$ cat config.mk
export PLATFORM = sky130hd
export DESIGN_NAME = pse_port_event_flags
export DESIGN_NICKNAME = d
export VERILOG_FILES = /design/src/event_flags_pkg.sv /design/src/pse_port_event_flags.sv
export VERILOG_INCLUDE_DIRS = /design/src
export SDC_FILE = /design/constraint.sdc
export NUM_CORES = 1
export LEC_CHECK = 0
export BUFFER_PORTS_ARGS = -buffer_cell sky130_fd_sc_hd__clkbuf_2
export CORE_MARGIN = 5
export CORE_UTILIZATION = 48
export DETAILED_ROUTE_END_ITERATION = 10
export GPL_TIMING_DRIVEN = 1
export PLACE_DENSITY = 0.73
export SLEW_MARGIN = 20
export SYNTH_ARGS = -nofsm -noshare
export SYNTH_HDL_FRONTEND = slang
export SYNTH_SLANG_ARGS = --single-unit
$ cat constraint.sdc
create_clock -name ref_clk -period 3.5 [get_ports ref_clk]
set_clock_uncertainty 0.05 [all_clocks]
set_input_delay 0.175 -clock ref_clk [delete_from_list [all_inputs] [get_ports ref_clk]]
set_output_delay 0.175 -clock ref_clk [all_outputs]
set_load 0.03 [all_outputs]
$ cat src/event_flags_cfg.svh
// Constants of the channel event-flag register bank: command codes, field
// positions, reset values and timing counts. Assumes a 20 MHz ref_clk.
`ifndef EVENT_FLAGS_CFG_SVH
`define EVENT_FLAGS_CFG_SVH
`define EVF_CMD_POWER_PEEK   8'h02
`define EVF_CMD_POWER_CLEAR  8'h03
`define EVF_CMD_DISC_PEEK    8'h04
`define EVF_CMD_DISC_CLEAR   8'h05
`define EVF_CMD_FAULT_PEEK   8'h06
`define EVF_CMD_FAULT_CLEAR  8'h07
`define EVF_HI_LSB           4
`define EVF_LO_LSB           0
`define EVF_RESET_VAL        8'h00
`define EVF_CLK_HZ           20000000
`define EVF_MERGE_WAIT_US    5000
`define EVF_MERGE_CYCLES     ((`EVF_MERGE_WAIT_US * (`EVF_CLK_HZ / 1000000)))
`endif

$ cat src/event_flags_pkg.sv
// Types shared by the event-flag bank: the discovery operating mode.
// Assumes the cfg header supplies all numeric constants.
`default_nettype none
package event_flags_pkg;
    typedef enum logic [1:0] {
        MODE_MANUAL,
        MODE_SEMI_AUTO,
        MODE_AUTO
    } op_mode_e;
endpackage : event_flags_pkg
`default_nettype wire

$ cat src/pse_port_event_flags.sv
// Power, discovery and fault event-flag registers of four channels (two
// four-pair ports: channels 0/1 and 2/3). Events arrive as one-cycle pulses
// from same-clock state machines; the host reads through a plain command port.
//
// Decided for this implementation: the strobed register port.
`include "event_flags_cfg.svh"
`default_nettype none

module pse_port_event_flags #(
    parameter int unsigned NCH        = 4,
    parameter int unsigned MERGE_WAIT = `EVF_MERGE_CYCLES
) (
    input  wire logic                           ref_clk,
    input  wire logic                           srst,
    input  wire logic                           clk_en,
    input  wire logic [7:0]                     cmd_addr,
    input  wire logic                           cmd_rd,
    input  wire logic                           cmd_wr,
    input  wire logic [7:0]                     cmd_wdata,
    output logic      [7:0]                     cmd_rdata,
    input  wire logic [1:0]                     four_pair,
    input  wire logic [1:0]                     dual_sig,
    input  wire logic [1:0]                     power_on_request,
    input  wire event_flags_pkg::op_mode_e      op_mode,
    input  wire logic                           class_change_only,
    input  wire logic                           detect_change_only,
    input  wire logic [3:0]                     power_good,
    input  wire logic [3:0]                     power_enable,
    input  wire logic [3:0]                     detect_done,
    input  wire logic [3:0]                     detect_changed,
    input  wire logic [3:0]                     class_done,
    input  wire logic [3:0]                     class_changed,
    input  wire logic [3:0]                     unplug_event,
    input  wire logic [3:0]                     overload_timeout,
    input  wire logic [3:0]                     channel_off,
    output logic      [3:0]                     summary_q,
    output logic                                int_n_q
);
    // ---------------------------------------------------------------
    // Checks and helpers
    // ---------------------------------------------------------------
    // Refused at elaboration: the pairing logic is written for two ports
    if (NCH != 4) begin : g_bad_nch
        $error("pse_port_event_flags serves exactly four channels");
    end
    if (MERGE_WAIT < 1) begin : g_bad_wait
        $error("MERGE_WAIT must be at least one cycle");
    end

    // Pair mask of a port: both channels of port p
    function automatic logic [3:0] pair_bits(input logic [3:0] v, input int p);
        logic [3:0] r;
        r = 4'h0;
        r[2*p]   = v[2*p];
        r[2*p+1] = v[2*p+1];
        return r;
    endfunction : pair_bits

    logic [7:0] power_q;
    logic [7:0] disc_q;
    logic [7:0] fault_q;
    logic [3:0] good_prev_q;
    logic [3:0] enable_prev_q;
    logic [3:0] good_seen_q;
    logic [3:0] good_any;
    logic [3:0] det_ready_q;
    logic [3:0] cls_ready_q;
    logic [1:0] merge_arm_q;
    logic [1:0] merge_fire;
    logic [$clog2(MERGE_WAIT+1)-1:0] merge_cnt_q [2];
    logic [3:0] good_set;
    logic [3:0] enable_set;
    logic [3:0] det_set;
    logic [3:0] cls_set;
    logic [3:0] unplug_set;
    logic [3:0] det_evt;
    logic [3:0] cls_evt;
    logic       clr_power;
    logic       clr_disc;
    logic       clr_fault;

    // ---------------------------------------------------------------
    // Event qualification
    // ---------------------------------------------------------------
    // Raw events; the change-only settings narrow what counts
    assign det_evt = detect_change_only ? (detect_done & detect_changed) : detect_done;
    assign cls_evt = class_change_only ? (class_done & class_changed) : class_done;

    // Good changes seen so far plus this cycle's, per channel
    assign good_any = good_seen_q | (power_good ^ good_prev_q);

    // Four-pair pairing: single-signature ports merge, dual-signature split
    always_comb begin
        enable_set = power_enable ^ enable_prev_q;
        good_set   = 4'h0;
        det_set    = 4'h0;
        cls_set    = 4'h0;
        unplug_set = unplug_event;
        for (int p = 0; p < 2; p++) begin
            if (four_pair[p] && !dual_sig[p]) begin
                // Both channels must have changed before either flag shows
                if (&good_any[2*p +: 2])
                    good_set |= pair_bits(4'hF, p);
                if (|pair_bits(unplug_event, p))
                    unplug_set |= pair_bits(4'hF, p);
                // Class flag only on the pair set that was classified
                cls_set |= pair_bits(cls_evt, p) & ((power_on_request[p]) ?
                           pair_bits(4'hF, p) : 4'h0);
            end else begin
                good_set |= pair_bits(power_good ^ good_prev_q, p);
            end
            if (four_pair[p] && !power_on_request[p] &&
                !(dual_sig[p] && op_mode == event_flags_pkg::MODE_AUTO)) begin
                // Deferred: set when both channels are ready or the merge wait runs out
                if (merge_fire[p]) begin
                    det_set |= pair_bits(det_ready_q, p);
                    if (!(dual_sig[p] && op_mode == event_flags_pkg::MODE_MANUAL))
                        cls_set |= pair_bits(cls_ready_q, p);
                end
                if (dual_sig[p] && op_mode == event_flags_pkg::MODE_MANUAL)
                    cls_set |= pair_bits(cls_evt, p);
            end else begin
                det_set |= pair_bits(det_evt, p);
                if (!(four_pair[p] && !dual_sig[p]))
                    cls_set |= pair_bits(cls_evt, p);
            end
        end
    end

    // Previous status levels for change detection
    always_ff @(posedge ref_clk) begin
        if (srst) begin
            good_prev_q   <= 4'h0;
            enable_prev_q <= 4'h0;
        end else if (clk_en) begin
            good_prev_q   <= power_good;
            enable_prev_q <= power_enable;
        end
    end

    // Single-signature good-change collector, emptied once the pair fires
    always_ff @(posedge ref_clk) begin
        if (srst) begin
            good_seen_q <= 4'h0;
        end else if (clk_en) begin
            good_seen_q <= (good_seen_q | (power_good ^ good_prev_q)) & ~good_set;
        end
    end

    // ---------------------------------------------------------------
    // Discovery merge: wait for both channels, then fire within 5 ms
    // ---------------------------------------------------------------
    always_ff @(posedge ref_clk) begin
        if (srst) begin
            det_ready_q <= 4'h0;
            cls_ready_q <= 4'h0;
        end else if (clk_en) begin
            det_ready_q <= (det_ready_q | det_evt) & ~channel_off
                           & ~{{2{merge_fire[1]}}, {2{merge_fire[0]}}};
            cls_ready_q <= (cls_ready_q | cls_evt) & ~channel_off
                           & ~{{2{merge_fire[1]}}, {2{merge_fire[0]}}};
        end
    end

    // Fire when both detect results are in; a timer bounds the wait to 5 ms
    // in case only one channel ever reports.
    always_comb begin
        for (int p = 0; p < 2; p++) begin
            merge_fire[p] = (&det_ready_q[2*p +: 2]) ||
                            (merge_arm_q[p] && merge_cnt_q[p] == '0);
        end
    end

    // One process for both ports' timers keeps each register single-driven
    always_ff @(posedge ref_clk) begin
        if (srst) begin
            merge_arm_q    <= 2'b00;
            merge_cnt_q[0] <= '0;
            merge_cnt_q[1] <= '0;
        end else if (clk_en) begin
            for (int p = 0; p < 2; p++) begin
                if (merge_fire[p]) begin
                    merge_arm_q[p] <= 1'b0;
                end else if (!merge_arm_q[p] && |det_ready_q[2*p +: 2]) begin
                    merge_arm_q[p] <= 1'b1;
                    merge_cnt_q[p] <= ($clog2(MERGE_WAIT+1))'(MERGE_WAIT - 1);
                end else if (merge_arm_q[p]) begin
                    merge_cnt_q[p] <= merge_cnt_q[p] - 1'b1;
                end
            end
        end
    end

    // ---------------------------------------------------------------
    // Event registers
    // ---------------------------------------------------------------
    assign clr_power = cmd_rd && cmd_addr == `EVF_CMD_POWER_CLEAR;
    assign clr_disc  = cmd_rd && cmd_addr == `EVF_CMD_DISC_CLEAR;
    assign clr_fault = cmd_rd && cmd_addr == `EVF_CMD_FAULT_CLEAR;

    // Power register: new events win over a same-cycle clear
    always_ff @(posedge ref_clk) begin
        if (srst) begin
            power_q <= `EVF_RESET_VAL;
        end else if (clk_en) begin
            power_q <= (clr_power ? 8'h00 : power_q) | {good_set, enable_set};
        end
    end

    // Discovery register: off channels drop their bits
    always_ff @(posedge ref_clk) begin
        if (srst) begin
            disc_q <= `EVF_RESET_VAL;
        end else if (clk_en) begin
            disc_q <= ((clr_disc ? 8'h00 : disc_q) & ~{channel_off, channel_off})
                      | {cls_set, det_set};
        end
    end

    // Fault register; overload flags set regardless of shutdown policy and
    // clearing them never reaches the timers, which live outside this block
    always_ff @(posedge ref_clk) begin
        if (srst) begin
            fault_q <= `EVF_RESET_VAL;
        end else if (clk_en) begin
            fault_q <= ((clr_fault ? 8'h00 : fault_q) & ~{channel_off, channel_off})
                       | {unplug_set, overload_timeout};
        end
    end

    // ---------------------------------------------------------------
    // Read port, summary and interrupt
    // ---------------------------------------------------------------
    // Both codes of a pair return the same data, the value before any clear
    always_ff @(posedge ref_clk) begin
        if (srst) begin
            cmd_rdata <= 8'h00;
        end else if (clk_en && cmd_rd) begin
            case (cmd_addr)
                `EVF_CMD_POWER_PEEK, `EVF_CMD_POWER_CLEAR: cmd_rdata <= power_q;
                `EVF_CMD_DISC_PEEK,  `EVF_CMD_DISC_CLEAR:  cmd_rdata <= disc_q;
                `EVF_CMD_FAULT_PEEK, `EVF_CMD_FAULT_CLEAR: cmd_rdata <= fault_q;
                default:                                   cmd_rdata <= 8'h00;
            endcase
        end
    end

    // Summary bits: enable, good, discovery, fault kinds; interrupt low while any
    always_ff @(posedge ref_clk) begin
        if (srst) begin
            summary_q <= 4'h0;
            int_n_q   <= 1'b1;
        end else if (clk_en) begin
            summary_q <= {|fault_q, |disc_q, |power_q[7:4], |power_q[3:0]};
            int_n_q   <= ~(|{fault_q, disc_q, power_q});
        end
    end

    // ---------------------------------------------------------------
    // Assertions
    // ---------------------------------------------------------------
    a_clear_wins_late: assert property (@(posedge ref_clk) disable iff (srst)
        clk_en && clr_power && !(|{good_set, enable_set}) |=> power_q == 8'h00)
        else $error("power flags not cleared by clear-on-read");
    a_enable_flag_set: assert property (@(posedge ref_clk) disable iff (srst)
        clk_en && power_enable != enable_prev_q |=>
        (power_q[3:0] & $past(power_enable ^ enable_prev_q)) == $past(power_enable ^ enable_prev_q))
        else $error("enable change flag missing");
    a_off_clears_disc: assert property (@(posedge ref_clk) disable iff (srst)
        clk_en && channel_off[0] && !cls_set[0] && !det_set[0] |=> !disc_q[0] && !disc_q[4])
        else $error("off channel kept discovery bits");
    a_overload_sets: assert property (@(posedge ref_clk) disable iff (srst)
        clk_en && overload_timeout[1] |=> fault_q[1])
        else $error("overload flag missing");
    a_int_release: assert property (@(posedge ref_clk) disable iff (srst)
        clk_en && fault_q == 0 && disc_q == 0 && power_q == 0 |=> int_n_q)
        else $error("interrupt held with no flags");
    a_peek_keeps: assert property (@(posedge ref_clk) disable iff (srst)
        clk_en && cmd_rd && cmd_addr == `EVF_CMD_POWER_PEEK |=>
        cmd_rdata == $past(power_q) && (power_q & $past(power_q)) == $past(power_q))
        else $error("peek read altered power flags");
    a_summary_or: assert property (@(posedge ref_clk) disable iff (srst)
        clk_en |=> summary_q[3] == |$past(fault_q))
        else $error("summary fault bit wrong");
    a_detect_merge: assert property (@(posedge ref_clk) disable iff (srst)
        clk_en && merge_arm_q[0] |-> merge_cnt_q[0] < MERGE_WAIT)
        else $error("merge wait exceeds 5 ms");

    // Read port: the peek codes return the register as it stood
    a_peek_disc_data: assert property (@(posedge ref_clk) disable iff (srst)
        clk_en && cmd_rd && cmd_addr == `EVF_CMD_DISC_PEEK |=> cmd_rdata == $past(disc_q))
        else $error("discovery peek data wrong");
    a_peek_fault_data: assert property (@(posedge ref_clk) disable iff (srst)
        clk_en && cmd_rd && cmd_addr == `EVF_CMD_FAULT_PEEK |=> cmd_rdata == $past(fault_q))
        else $error("fault peek data wrong");

    // Clearing reads empty the register unless a new event lands with them
    a_clear_disc_done: assert property (@(posedge ref_clk) disable iff (srst)
        clk_en && clr_disc && !(|{cls_set, det_set}) |=> disc_q == 8'h00)
        else $error("discovery flags not cleared");
    a_clear_fault_done: assert property (@(posedge ref_clk) disable iff (srst)
        clk_en && clr_fault && !(|{unplug_set, overload_timeout}) |=> fault_q == 8'h00)
        else $error("fault flags not cleared");
    a_event_beats_clear: assert property (@(posedge ref_clk) disable iff (srst)
        clk_en && clr_fault && overload_timeout[0] |=> fault_q[0])
        else $error("event lost under clearing read");

    // Setting of individual flags
    a_good_flag_set: assert property (@(posedge ref_clk) disable iff (srst)
        clk_en && good_set[0] |=> power_q[4])
        else $error("good change flag missing");
    a_unplug_flag_set: assert property (@(posedge ref_clk) disable iff (srst)
        clk_en && unplug_set[2] |=> fault_q[6])
        else $error("unplug flag missing");
    a_class_every_cycle: assert property (@(posedge ref_clk) disable iff (srst)
        clk_en && !class_change_only && !four_pair[1] && class_done[3]
        |=> disc_q[7])
        else $error("class cycle flag missing");
    a_detect_change_gate: assert property (@(posedge ref_clk) disable iff (srst)
        clk_en && detect_change_only && !four_pair[1] && detect_done[2] &&
        !detect_changed[2] |-> !det_set[2])
        else $error("unchanged detect result flagged");

    // Four-pair pairing: single signature merges, dual signature splits.
    // These watch port 0 only; port 1 runs the same loop body, so a fault
    // in the pairing code would show on both ports alike.
    a_single_unplug_both: assert property (@(posedge ref_clk) disable iff (srst)
        clk_en && four_pair[0] && !dual_sig[0] && unplug_event[0]
        |=> fault_q[5:4] == 2'b11)
        else $error("single signature unplug not on both channels");
    a_single_good_pair: assert property (@(posedge ref_clk) disable iff (srst)
        clk_en && four_pair[0] && !dual_sig[0] |-> good_set[0] == good_set[1])
        else $error("single signature good flags split");
    a_dual_good_each: assert property (@(posedge ref_clk) disable iff (srst)
        clk_en && four_pair[0] && dual_sig[0] && power_good[0] != good_prev_q[0]
        |=> power_q[4])
        else $error("dual signature good flag missing");
    a_merge_only_fire: assert property (@(posedge ref_clk) disable iff (srst)
        clk_en && four_pair[0] && !dual_sig[0] && !power_on_request[0] &&
        det_set[1:0] != 2'b00 |-> merge_fire[0])
        else $error("deferred detect flag set early");
    a_auto_dual_direct: assert property (@(posedge ref_clk) disable iff (srst)
        clk_en && four_pair[0] && dual_sig[0] && op_mode == event_flags_pkg::MODE_AUTO &&
        detect_done[0] && !detect_change_only |=> disc_q[0])
        else $error("auto dual detect flag deferred");

    // Summary and interrupt follow the registers one cycle later
    a_summary_good: assert property (@(posedge ref_clk) disable iff (srst)
        clk_en |=> summary_q[1] == |$past(power_q[7:4]))
        else $error("summary good bit wrong");
    a_int_asserted: assert property (@(posedge ref_clk) disable iff (srst)
        clk_en && |{fault_q, disc_q, power_q} |=> !int_n_q)
        else $error("interrupt idle with flags set");
endmodule : pse_port_event_flags
`default_nettype wire

==> flow_metrics.tcl <==
set metrics [dict create \
    synth_edf_count 34 \
    vias_per_cell 5.741 \
    finalNonFillerCells 717 \
    synth_flop_cell "dfxtp_1" \
    antenna_cells 0 \
    pin_count 80 \
    grt_start_max_net_pins 49 \
    drtAntennaViolNets 0 \
    yosysTopAreaCell "dfxtp_1" \
    ys_seq_area_share_pct 45.74 \
    hold_viol 0 \
    power.share.clock_pct 28.6 \
    internal-power_mw 1.679 \
    layout_commonest_cell "clkbuf_2" \
    worst_setup_path_end_kind "flop" \
    final.min_clock_period_ns 2.843 \
    multi_input_area_um2 2456 \
    setup_violations 0 \
    synth_area_um2 4815 \
    tightest_slew_ns 0.7903 \
    final_nets 648 \
    cts_sinks 93 \
    nFillCells 871 \
    fmax_mhz 351.7 \
    async_flop_share_pct 0 \
    die_w_um 110.2 \
    cp_max_fo 11 \
    ys_top_cells_by_area "dfxtp_1, edfxtp_1, nor2_1" \
    syn_inst 508 \
    ir_drop_uv 224.0 \
    placed_area_um2 5303 \
    area_growth_pct 14.81 \
    routed_wl_um 11780 \
    place.gp.congestion 0.8507 \
    ys_ff_latch 93 \
    crit_path_start_kind "flop" \
    num_vias 4116 \
    postLayoutCellArea_um2 5528 \
    detail_route.first_pass.iterations 5 \
    synth-warning-count 0 \
    grt_overflow 0 \
    numCtsBuffers 9 \
    p_sw_mw 0.6994 \
    drc_errors 0 \
    rsz0062_at_grt "no" \
    cts_tree "built" \
    power_per_cell_area_nw_per_um2 430.3 \
    placed_cells_incl_taps 697 \
    root_buffer "clkbuf_8" \
    final_cell_mix "clkbuf_2, nor2_1, dfxtp_1" \
    cts_max_level 3 \
    regArea_um2 2202 \
    leakagePower_nw 2.138 \
    dieArea_um2 12130 \
    synth_top_cell_area_share_pct 24.53 \
    clk_path_buf_depth 2 \
    syn-num-nets 577 \
    layout-drive-gt1-share_pct 20.55 \
    grt_pass1_wl_um 19640 \
    hold_path_class "in2reg" \
    wl_per_cell_um 16.44 \
    slew_headroom_pct 46.91 \
    grt_usage_pct 20.70 \
    grt_pass1_vias 4005 \
    clock_latency_ns 0.36 \
    pwr-share-comb_pct 17.1 \
    place_hpwl_um 8767 \
    die_h_um 110.2 \
    required_ns 3.53 \
    swShare_pct 29.41 \
    grt_antenna_before_repair 0 \
    drt_iter0_drc 286 \
    seqPwrFrac_pct 54.3 \
    cts_hold_buffers 4 \
    fp-row-count 36 \
    post_cts_buffers 0 \
    port_buffers 70 \
    status "complete, no violations" \
    synth_cell_types 66 \
    crit_arrival_ns 2.88 \
    core_area_um2 9774 \
    post_cts_resized 0 \
    initial_utilization_pct 49.26 \
    min_period_over_period_pct 81.24 \
    tns_ns 0 \
    cts.clk_slew.worst_paths_ns 0.10 \
    drv_cap 0 \
    maxSlewViolCount 0 \
    avgSynthCellArea_um2 9.478 \
    crit_type "reg2reg" \
]
[flip-flops by register name, summed over array words and instances, names as in the netlist]
name           flops
good_seen_q        4
merge_arm_q        2
cls_ready_q        4
power_q            8
int_n_q            1
good_prev_q        4
disc_q             8
merge_cnt_q       34
det_ready_q        4
summary_q          4
fault_q            8
cmd_rdata          8
enable_prev_q      4
[logic make-up after synthesis]
kind of cell	synth area share, %
and+or+nand+nor	19.10
adders and majority gates	0.5197
AOI/OAI and AO/OA	21.28
muxes	3.742
xor gates and xnor gates	6.367
buffers and inverters	3.248
DFF	45.74
[per-stage QoR]
| step | power, mW | util (%) | hold slack, ns | worst slack, ns |
|---|---|---|---|---|
| CTS | 2.395 | 56.55 | 0.01072 | 0.6257 |
| global route | 2.498 | 56.55 | 0.02971 | 0.3666 |
| finish | 2.378 | 56.55 | 0.02010 | 0.6566 |
| detailed placement | 1.715 | 54.25 | 0.3478 | 0.6548 |
| global placement | 1.699 | 54.25 | 0.3392 | 0.7461 |
| floorplan | 1.585 | - | 0.2471 | 0.5247 |
[synthesized netlist by cell type, types with 7 or more instances]
cell and n:
inv_1 15, mux2i_1 9, o2bb2ai_1 9, nand2_1 21
edfxtp_1 34, clkbuf_1 14, nand2b_1 10, a21oi_1 37
a22oi_1 8, dfxtp_1 59, a311oi_1 7, nand3_1 13
a31oi_1 7, or3_1 10, nor4_1 14, mux2_2 8
a22o_1 12, nor2_1 65, o21ai_0 14, nor3_1 12
xnor2_1 18, xor2_1 17
[final timing paths]
path                                from                          end  slack, ns  depth (start not counted)
max          merge_cnt_q[1][0]$_DFFE_PP_  merge_cnt_q[1][2]$_DFFE_PP_       0.66                          8
min reg2reg    summary_q[2]$_SDFFE_PP0P_    summary_q[2]$_SDFFE_PP0P_       0.43                          2
max reg2reg  merge_cnt_q[1][0]$_DFFE_PP_  merge_cnt_q[1][2]$_DFFE_PP_       0.66                          8
min                        power_good[2]  good_prev_q[2]$_SDFFE_PP0P_       0.02                          3
[critical path, cell delays in order, from the launching register on]
cell	delay (ns)
edfxtp_1	0.46
inv_1	0.09
ha_1	0.17
nor3b_1	0.20
buf_4	0.16
nand3b_1	0.23
o31a_1	0.53
nor3_2	0.59
a21oi_1	0.09
[power by group through the flow]
stage	Sequential (mW)	Combinational, mW	Clock (mW)
after floorplan	1.30	0.284	0
after global placement	1.31	0.392	0
after detailed placement	1.31	0.402	0
after CTS	1.29	0.409	0.697
after global routing	1.30	0.454	0.741
final	1.29	0.407	0.681
[layout make-up]
cell class | count | share of cell area [%]
well taps | 133 | 3.010
repair buffers | 83 | 8.284
flip-flops and latches | 93 | 39.84
multi-input cells | 376 | 44.43
clock inverters | 5 | 0.7922
inverters | 16 | 1.086
clock buffers | 11 | 2.558
[metal layers]
metal	vias up	GRT usage, %	routed length, um
met1	1917	29.53	5475
met5	-	0	0
met4	0	6.596	172
li1	2037	-	-
met3	13	3.029	818
met2	149	32.41	5318
Power figures use the tool's default switching activity.
